--- src/rtl/birq_pkg.sv ---
// Package: register map, field positions and carrier types for the board bank
package birq_pkg;
  localparam int ADDR_W = 10;
  localparam int DATA_W = 8;
  localparam logic [ADDR_W-1:0] ROUTING_ADDR = 10'h289;
  localparam logic [ADDR_W-1:0] HOTSWAP_ADDR = 10'h28A;
  localparam logic [ADDR_W-1:0] LED_ADDR = 10'h28D;
  localparam logic [ADDR_W-1:0] IRQ_STATUS_ADDR = 10'h290;
  localparam logic [ADDR_W-1:0] IRQ_CLEAR_ADDR = 10'h291;
  localparam logic [ADDR_W-1:0] IRQ_ENABLE_ADDR = 10'h292;
  localparam int WD_ROUTE_LSB = 0;
  localparam int DERATE_LINE5_BIT = 3;
  localparam int ENUM_LINE5_BIT = 4;
  localparam int PFAIL_LINE5_BIT = 5;
  localparam int PFAIL_NMI_BIT = 6;
  localparam int HANDLE_OPEN_BIT = 6;
  localparam int HS_LED_BIT = 5;
  localparam logic [DATA_W-1:0] RESET_VALUE = 8'h00;
  localparam logic [DATA_W-1:0] UNMAPPED_VALUE = 8'h00;
  localparam int NUM_EVENTS = 5;
  localparam int EV_WATCHDOG = 0;
  localparam int EV_PFAIL = 1;
  localparam int EV_ENUM = 2;
  localparam int EV_DERATE = 3;
  localparam int EV_HANDLE = 4;

  typedef enum logic [1:0] {
    BIRQ_WD_OFF = 2'h0,
    BIRQ_WD_LINE5 = 2'h1,
    BIRQ_WD_RSVD = 2'h2,
    BIRQ_WD_NMI = 2'h3
  } birq_wd_route_t;

  typedef struct packed {
    logic watchdog_fail;
    logic powerfail;
    logic enumeration;
    logic derate;
    logic handle_open;
  } birq_board_in_t;

  typedef struct packed {
    logic wr;
    logic rd;
    logic [ADDR_W-1:0] addr;
    logic [DATA_W-1:0] wdata;
  } birq_bus_req_t;
endpackage : birq_pkg

--- src/rtl/birq_regs.sv ---
// Board interrupt routing, hot-swap and front LED register bank
//
// Notes on behaviour
// Watchdog failure raises NMI or line 5.
// Route field: 11 NMI, 01 line5, 00 off.
// Bit 6 passes power-fail to NMI.
// Bit 5 passes power-fail to line 5.
// Bit 4 passes enumeration to line 5.
// Bit 3 passes derate to line 5.
// Hot-swap bit 6 reads handle open.
// Hot-swap bit 5 drives indicator LED.
// Eight LED bits drive front lamps.
// Power supply drives the power-fail input.
// Everything resets to zero, reserved reads zero.
`timescale 1ns/100ps
module birq_regs
  import birq_pkg::*;
(
  // Clock and reset
  input wire logic ref_clk,
  input wire logic srst,
  // Register port
  input wire logic [birq_pkg::ADDR_W-1:0] reg_addr,
  input wire logic [birq_pkg::DATA_W-1:0] reg_wdata,
  input wire logic reg_wr,
  input wire logic reg_rd,
  output logic [birq_pkg::DATA_W-1:0] reg_rdata,
  // Board signals from pins, asynchronous
  input wire logic watchdog_fail,
  input wire logic backplane_powerfail,
  input wire logic backplane_enum,
  input wire logic backplane_derate,
  input wire logic ejector_handle_open,
  // Routed hardware events
  output logic nmi_out,
  output logic irq5_out,
  // Lamps
  output logic hotswap_indicator_on,
  output logic [birq_pkg::DATA_W-1:0] front_lamp,
  // Sticky event interrupt
  output logic event_irq
);
  import birq_pkg::*;

  birq_bus_req_t req;
  birq_board_in_t pins_raw;
  birq_board_in_t pins;
  logic [NUM_EVENTS-1:0] pins_sync;
  logic [NUM_EVENTS-1:0] pins_prev_reg;
  logic [NUM_EVENTS-1:0] rise;

  birq_wd_route_t watchdog_route_sel;
  logic powerfail_to_nmi_en;
  logic powerfail_to_line5_en;
  logic enumeration_to_line5_en;
  logic derate_to_line5_en;
  logic hs_led_reg;
  logic [DATA_W-1:0] led_reg;
  logic [NUM_EVENTS-1:0] status_reg;
  logic [NUM_EVENTS-1:0] status_next;
  logic [NUM_EVENTS-1:0] enable_reg;
  logic [DATA_W-1:0] rd_next;
  logic nmi_next;
  logic line5_next;

  assign req = '{wr: reg_wr, rd: reg_rd, addr: reg_addr, wdata: reg_wdata};

  assign pins_raw = '{watchdog_fail: watchdog_fail,
                      powerfail: backplane_powerfail,
                      enumeration: backplane_enum,
                      derate: backplane_derate,
                      handle_open: ejector_handle_open};

  // Pins are outside the clock domain
  birq_sync #(
    .WIDTH(NUM_EVENTS)
  ) u_sync (
    .ref_clk(ref_clk),
    .srst(srst),
    .async_in(pins_raw),
    .sync_out(pins_sync)
  );

  assign pins = pins_sync;

  // Routing configuration register
  always_ff @(posedge ref_clk) begin
    if (srst) begin
      watchdog_route_sel <= BIRQ_WD_OFF;
      powerfail_to_nmi_en <= 1'b0;
      powerfail_to_line5_en <= 1'b0;
      enumeration_to_line5_en <= 1'b0;
      derate_to_line5_en <= 1'b0;
    end else if (req.wr && req.addr == ROUTING_ADDR) begin
      watchdog_route_sel <=
        birq_wd_route_t'(req.wdata[WD_ROUTE_LSB +: 2]);
      powerfail_to_nmi_en <= req.wdata[PFAIL_NMI_BIT];
      powerfail_to_line5_en <= req.wdata[PFAIL_LINE5_BIT];
      enumeration_to_line5_en <= req.wdata[ENUM_LINE5_BIT];
      derate_to_line5_en <= req.wdata[DERATE_LINE5_BIT];
    end
  end

  // Hot-swap indicator
  always_ff @(posedge ref_clk) begin
    if (srst) begin
      hs_led_reg <= 1'b0;
    end else if (req.wr && req.addr == HOTSWAP_ADDR) begin
      hs_led_reg <= req.wdata[HS_LED_BIT];
    end
  end

  // Front panel lamps
  always_ff @(posedge ref_clk) begin
    if (srst) begin
      led_reg <= RESET_VALUE;
    end else if (req.wr && req.addr == LED_ADDR) begin
      led_reg <= req.wdata;
    end
  end

  // Event routing; reserved route code routes nowhere
  always_comb begin
    nmi_next = 1'b0;
    line5_next = 1'b0;
    unique case (watchdog_route_sel)
      BIRQ_WD_NMI: nmi_next = pins.watchdog_fail;
      BIRQ_WD_LINE5: line5_next = pins.watchdog_fail;
      BIRQ_WD_OFF: nmi_next = 1'b0;
      BIRQ_WD_RSVD: nmi_next = 1'b0;
    endcase
    if (powerfail_to_nmi_en && pins.powerfail) begin
      nmi_next = 1'b1;
    end
    if (powerfail_to_line5_en && pins.powerfail) begin
      line5_next = 1'b1;
    end
    if (enumeration_to_line5_en && pins.enumeration) begin
      line5_next = 1'b1;
    end
    if (derate_to_line5_en && pins.derate) begin
      line5_next = 1'b1;
    end
  end

  always_ff @(posedge ref_clk) begin
    if (srst) begin
      nmi_out <= 1'b0;
      irq5_out <= 1'b0;
    end else begin
      nmi_out <= nmi_next;
      irq5_out <= line5_next;
    end
  end

  assign hotswap_indicator_on = hs_led_reg;
  assign front_lamp = led_reg;

  // Rising edges of the synchronised board signals set sticky bits
  always_ff @(posedge ref_clk) begin
    if (srst) begin
      pins_prev_reg <= '0;
    end else begin
      pins_prev_reg <= pins_sync;
    end
  end

  assign rise = pins_sync & ~pins_prev_reg;

  // Set wins over a clear in the same cycle
  always_comb begin
    status_next = status_reg;
    if (req.wr && req.addr == IRQ_CLEAR_ADDR) begin
      status_next = status_next & ~req.wdata[NUM_EVENTS-1:0];
    end
    status_next = status_next | rise;
  end

  always_ff @(posedge ref_clk) begin
    if (srst) begin
      status_reg <= '0;
    end else begin
      status_reg <= status_next;
    end
  end

  always_ff @(posedge ref_clk) begin
    if (srst) begin
      enable_reg <= '0;
    end else if (req.wr && req.addr == IRQ_ENABLE_ADDR) begin
      enable_reg <= req.wdata[NUM_EVENTS-1:0];
    end
  end

  assign event_irq = |(status_reg & enable_reg);

  // Read mux; reserved bits and unmapped addresses read zero
  always_comb begin
    rd_next = UNMAPPED_VALUE;
    unique case (req.addr)
      ROUTING_ADDR: begin
        rd_next[WD_ROUTE_LSB +: 2] = watchdog_route_sel;
        rd_next[PFAIL_NMI_BIT] = powerfail_to_nmi_en;
        rd_next[PFAIL_LINE5_BIT] = powerfail_to_line5_en;
        rd_next[ENUM_LINE5_BIT] = enumeration_to_line5_en;
        rd_next[DERATE_LINE5_BIT] = derate_to_line5_en;
      end
      HOTSWAP_ADDR: begin
        rd_next[HANDLE_OPEN_BIT] = pins.handle_open;
        rd_next[HS_LED_BIT] = hs_led_reg;
      end
      LED_ADDR: rd_next = led_reg;
      IRQ_STATUS_ADDR: rd_next[NUM_EVENTS-1:0] = status_reg;
      IRQ_ENABLE_ADDR: rd_next[NUM_EVENTS-1:0] = enable_reg;
      default: rd_next = UNMAPPED_VALUE;
    endcase
  end

  always_ff @(posedge ref_clk) begin
    if (srst) begin
      reg_rdata <= '0;
    end else if (req.rd) begin
      reg_rdata <= rd_next;
    end else begin
      reg_rdata <= '0;
    end
  end
endmodule : birq_regs

--- src/rtl/birq_sync.sv ---
// Two-flip-flop synchroniser for a vector of board level inputs
`timescale 1ns/100ps
module birq_sync #(
  parameter int WIDTH = 5
) (
  // Clock and reset
  input wire logic ref_clk,
  input wire logic srst,
  // Asynchronous levels in, synchronised levels out
  input wire logic [WIDTH-1:0] async_in,
  output logic [WIDTH-1:0] sync_out
);
  logic [WIDTH-1:0] stage1_reg;

  always_ff @(posedge ref_clk) begin
    if (srst) begin
      stage1_reg <= '0;
      sync_out <= '0;
    end else begin
      stage1_reg <= async_in;
      sync_out <= stage1_reg;
    end
  end
endmodule : birq_sync

--- config.mk ---
export PLATFORM = sky130hd
export DESIGN_NAME = birq_regs
export DESIGN_NICKNAME = d
export VERILOG_FILES = /design/src/rtl/birq_pkg.sv /design/src/rtl/birq_regs.sv /design/src/rtl/birq_sync.sv
export SDC_FILE = /design/constraint.sdc
export NUM_CORES = 1
export LEC_CHECK = 0
export BUFFER_PORTS_ARGS = -buffer_cell sky130_fd_sc_hd__buf_2
export CORE_ASPECT_RATIO = 1.2
export CORE_MARGIN = 3
export CORE_UTILIZATION = 45
export CTS_BUF_LIST = sky130_fd_sc_hd__clkbuf_16
export CTS_CLUSTER_SIZE = 14
export DETAILED_ROUTE_END_ITERATION = 8
export HOLD_SLACK_MARGIN = 0.15
export PLACE_DENSITY = 0.68
export SKIP_LAST_GASP = 1
export SLEW_MARGIN = 5
export SYNTH_ARGS = -nofsm -noshare
export SYNTH_HDL_FRONTEND = slang
export SYNTH_SLANG_ARGS = --single-unit
--- constraint.sdc ---
create_clock -name ref_clk -period 3 [get_ports ref_clk]
set_input_delay 0.3 -clock ref_clk [delete_from_list [all_inputs] [get_ports ref_clk]]
set_output_delay 0.3 -clock ref_clk [all_outputs]
set_load 0.03 [all_outputs]
Word-level counts from Yosys, hierarchy flattened

Cells that the tools add are included.

Memories: 0
Bits in registers: 50
Bits of input ports: 27
Latch bits: 0
Output and inout bits: 20
Bits in read-only memories: 0
Memory bits (writable): 0

Div/mod/pow operators: 0
Shifts and indexed selects: 0
Reductions and logical operators: 12
Eq/ne operators: 8
Muxes and demuxes: 11
Add/sub/neg operators: 0
Bitwise gates (word level): 8
$mul: 0
Magnitude comparators: 0

Operators with widths:

| cell                                                            | number |
|---|---|
| 10-bit == test, second input constant                           | 6 |
| 2-bit case mux with 4 select lines                              | 2 |
| 5-bit AND                                                       | 3 |
| 5-bit NOT                                                       | 2 |
| 1-bit logical AND                                               | 9 |
| 1-bit 2-to-1 mux                                                | 6 |
| 2-bit case mux with 3 select lines                              | 1 |
| 5-bit 2-to-1 mux                                                | 1 |
| 5-bit bitwise OR                                                | 1 |
| 5-bit OR reduction                                              | 1 |
| 1-bit case mux with 3 select lines                              | 1 |
| 3-bit OR reduction                                              | 1 |
| 2-bit by 1-bit == test with 1-bit output, second input constant | 1 |
| 2-bit == test, second input constant                            | 1 |
| 1-bit NOT                                                       | 2 |
| 2-bit OR reduction                                              | 1 |

Longest topological paths before layout

Depth after elaboration: 5
Gate-level depth with buffers: 5

Cells and area by module

Synthesis repeated with hierarchy kept, for this count alone.

Cells, all modules: 191
Area total of the unflattened synthesis: 2054.5 um^2

Modules (own cells, without submodules):

| module    | cells an instance | area an instance (um^2) | times used |
|---|---|---|---|
| birq_regs | 171               | 1791.7                  | 1 |
| birq_sync | 20                | 262.8                   | 1 |

Worst setup path before layout

No wires, ideal clock.

Path kind: input to register
Start point: input port reg_addr[5] (netlist name)
End point: register status_reg[0]
Data arrival time: 1.155 ns
Stages on the path: 3
Buffers on the path: 0
Path slack: 1.713 ns
Required time: 2.868 ns
Cells stage by stage: or3b_1 o41ai_1 a21oi_1

Word-level cells in the longest chain between the ends: 4

RTL lines:

| what                   | line             | source |
|---|---|---|
| start: declaration     | birq_regs.sv:23  | `input wire logic [birq_pkg::ADDR_W-1:0] reg_addr,` |
| 10-bit == test         | birq_regs.sv:173 | `if (req.wr && req.addr == IRQ_CLEAR_ADDR) begin` |
| 1-bit logical AND      | birq_regs.sv:173 |  |
| 5-bit 2-to-1 mux       | birq_regs.sv:173 |  |
| 5-bit bitwise OR       | birq_regs.sv:176 | `status_next = status_next \| rise;` |
| end signal: assignment | birq_regs.sv:183 | `status_reg <= status_next;` |
| end: declaration       | birq_regs.sv:59  | `logic [NUM_EVENTS-1:0] status_reg;` |

No other way between the ends.
A chain may end at the register's enable or synchronous reset.

Worst setup path in the final report

Start point: register status_reg[3]
End point: output port event_irq

Word-level cells in the longest chain between the ends: 2

RTL lines:

| what               | line             | source |
|---|---|---|
| 5-bit AND          | birq_regs.sv:195 | `assign event_irq = \|(status_reg & enable_reg);` |
| 5-bit OR reduction | birq_regs.sv:195 |  |
| end: declaration   | birq_regs.sv:41  | `output logic event_irq` |

No other way between the ends.

==> qor.txt <==
Insertion delay to the later sink of the worst-skew pair = 0.29 ns
Placer congestion estimate = 0.806
Crit-path slowest cell = a222oi_1
Syn Area/Cell = 10.4 um2
CP cell instances = a222oi_1, nand2_1, buf_2
DR iter-0 viols = 146
Vias = 1677
Critical path class = register to output port
Clock sink count = 50
Post-CTS Hold Buffers = 0
Final nets = 278
Cell Rows = 27
Critical Path Source Type = register
Top-area cell type share of the netlist area = 46.1%
Setup Fix Bufs, Post-CTS = 0
CP Capture Type = output port
Detail Placement HPWL = 3560 um
Placeable Area = 4630 um2
Post-route clock period utilization = 51.5%
Syn_nets = 235
Synth Register Bits = 50
Leakage = 1.10 nW
Post-synth ARST share = 0%
Yosys warning count = 0
Most common cell in the synthesized netlist = dfxtp_1
Syn Inst Count = 208
Setup TNS = 0 ns
GRT Total Usage = 18.4%
Final slew viol count = 0
CP delay by family, top = compound AO/OA/AOI/OAI gates
CP bufs+invs = 1
DRC errors left = 0
PwrDens = 538 nW/um2
Skew final = 0.00373 ns
Ys flop type = dfxtp_1
Yosys top cell by area = dfxtp_1
Max incr delay on CP = 0.35 ns
Full die area = 5700 um2
H-tree depth = 2
Netlist cell types = 37
Die width = 69.4 um
Largest net degree at the start of global routing = 54
First drt pass iteration count = 4
Fin crit period = 1.54 ns
Critical Path Fanout Max = 3
Final setup fails = 0
GRT Residual Overflow = 0
Max-cap viol count = 0
Clock-pin slew on the worst setup and hold paths = 0.06 ns
Worst Path Required = 2.70 ns
Commonest cells in the netlist = 50 x dfxtp_1, 33 x nand2b_1, 28 x mux2i_1
R2r startpoint = powerfail_to_line5_en
Hold WC Path Type = input port to register
Reg-to-Reg End = reg_rdata[5]
Worst Hold Endpoint = u_sync.stage1_reg[2]
Total CTS buffers = 5
Ant. Diodes = 0
R2R cell count = 3
Initial Util = 46.9%
Final Hold Viols = 0
CTS tree = done
CP arrival = 1.24 ns
Netlist Area Pre-Place = 2170 um2
Vias in the first global route = 1666
Top post-synthesis cells by area = dfxtp_1 46%, mux2i_1 13%, nand2b_1 9.5%
Die H = 82.1 um
Hold Startpoint = backplane_enum
Via/cell ratio = 5.41
Maximum clock rate = 0.648 GHz
Number of synthesized flops with an enable pin = 0
WL/cell = 16.0 um
R2R Setup Slk = 1.92 ns
RSZ-0062 raised after global routing = false
Drt total wl = 4950 um
Initial antenna violation count = 0
Hold_ws = 0.220 ns
Root buffer cell = clkbuf_16
Worst Max-Slew Pin Slew = 0.773 ns
Share of layout cells above drive strength 1 = 23.0%
Hold Path Cell Cnt = 2
VDD IR max = 363 uV
Post-synthesis sequential area ratio = 46.1%
Buffers on Ports = 46
Slew margin rel. = 48.4%
Io pins = 47
Post-route ant nets = 0
Area grow syn2layout = 19.3%
First-pass GRT wire length = 8110 um
Outcome = completed
CTS resizes = 0
Clock buffer depth = 2
==> layout by cell type (no fill, tap or decap), drive strengths merged, types with 3 or more instances in the layout <==
| cell type | netlist | layout |
|---|---|---|
| a21oi | 8 | 8 |
| and2 | 4 | 4 |
| buf | 4 | 46 |
| clkbuf | 6 | 5 |
| dfxtp | 50 | 50 |
| inv | 5 | 7 |
| mux2i | 28 | 28 |
| nand2b | 33 | 33 |
| nand3b | 5 | 5 |
| nand4 | 5 | 5 |
| nand4bb | 3 | 3 |
| nor2b | 19 | 19 |
| nor3b | 4 | 4 |
| nor4bb | 3 | 3 |
| o22ai | 4 | 4 |
| o41ai | 5 | 5 |
==> power breakdown <==
part | total, mW | switching (mW) | internal (mW)
sequential | 0.682 | 0.00658 | 0.675
clock | 0.624 | 0.237 | 0.387
combinational | 0.0864 | 0.0454 | 0.0410
==> routing by layer <==
metal | track usage (%) | routed length [um] | vias up
li1 | - | - | 831
met3 | 4.04 | 251 | 8
met5 | 0 | 0 | -
met2 | 33.5 | 2490 | 48
met1 | 21.1 | 2110 | 790
met4 | 7.23 | 85 | 0
==> kinds of logic (layout without fill, tap and decap cells) <==
group	after synthesis	after routing	synth area share (%)
and+or+nand+nor	89	89	29.2
muxes	29	29	13.4
buffers and inverters	15	59	3.05
AOI/OAI and AO/OA	25	25	8.24
DFF	50	50	46.1
==> per-stage QoR <==
stage | util [%] | area (um2) | cells | setup slack [ns] | total power, mW
2_1_floorplan | - | 2170 | 208 | 1.71 | 0.748
3_3_place_gp | 52.4 | 2430 | 302 | 1.24 | 0.783
3_5_place_dp | 52.4 | 2430 | 302 | 1.20 | 0.783
4_1_cts | 55.9 | 2590 | 310 | 1.44 | 1.40
5_1_grt | 55.9 | 2590 | 310 | 1.36 | 1.44
6_report | 55.9 | 2590 | 310 | 1.46 | 1.39
==> how the worst max path moves through the flow <==
stage | to | start | depth (start not counted)
finish | event_irq | status_reg[3] | 3
global route | front_lamp[2] | reg_addr[5] | 4
global placement | front_lamp[5] | reg_addr[5] | 4
CTS | event_irq | status_reg[3] | 3
floorplan | status_reg[0] | reg_addr[5] | 3
detailed placement | front_lamp[5] | reg_addr[5] | 4
==> cell type report <==
class / instances / area (um2)
multi-input combinational: 143 / 1100
tap: 58 / 72.6
timing repair buffer: 46 / 230
sequential: 50 / 1000
inverter: 5 / 18.8
fill: 438 / 2040
clock inverter: 3 / 37.5
clock buffer: 5 / 125
Note: power is estimated with default switching activity, not from simulation.
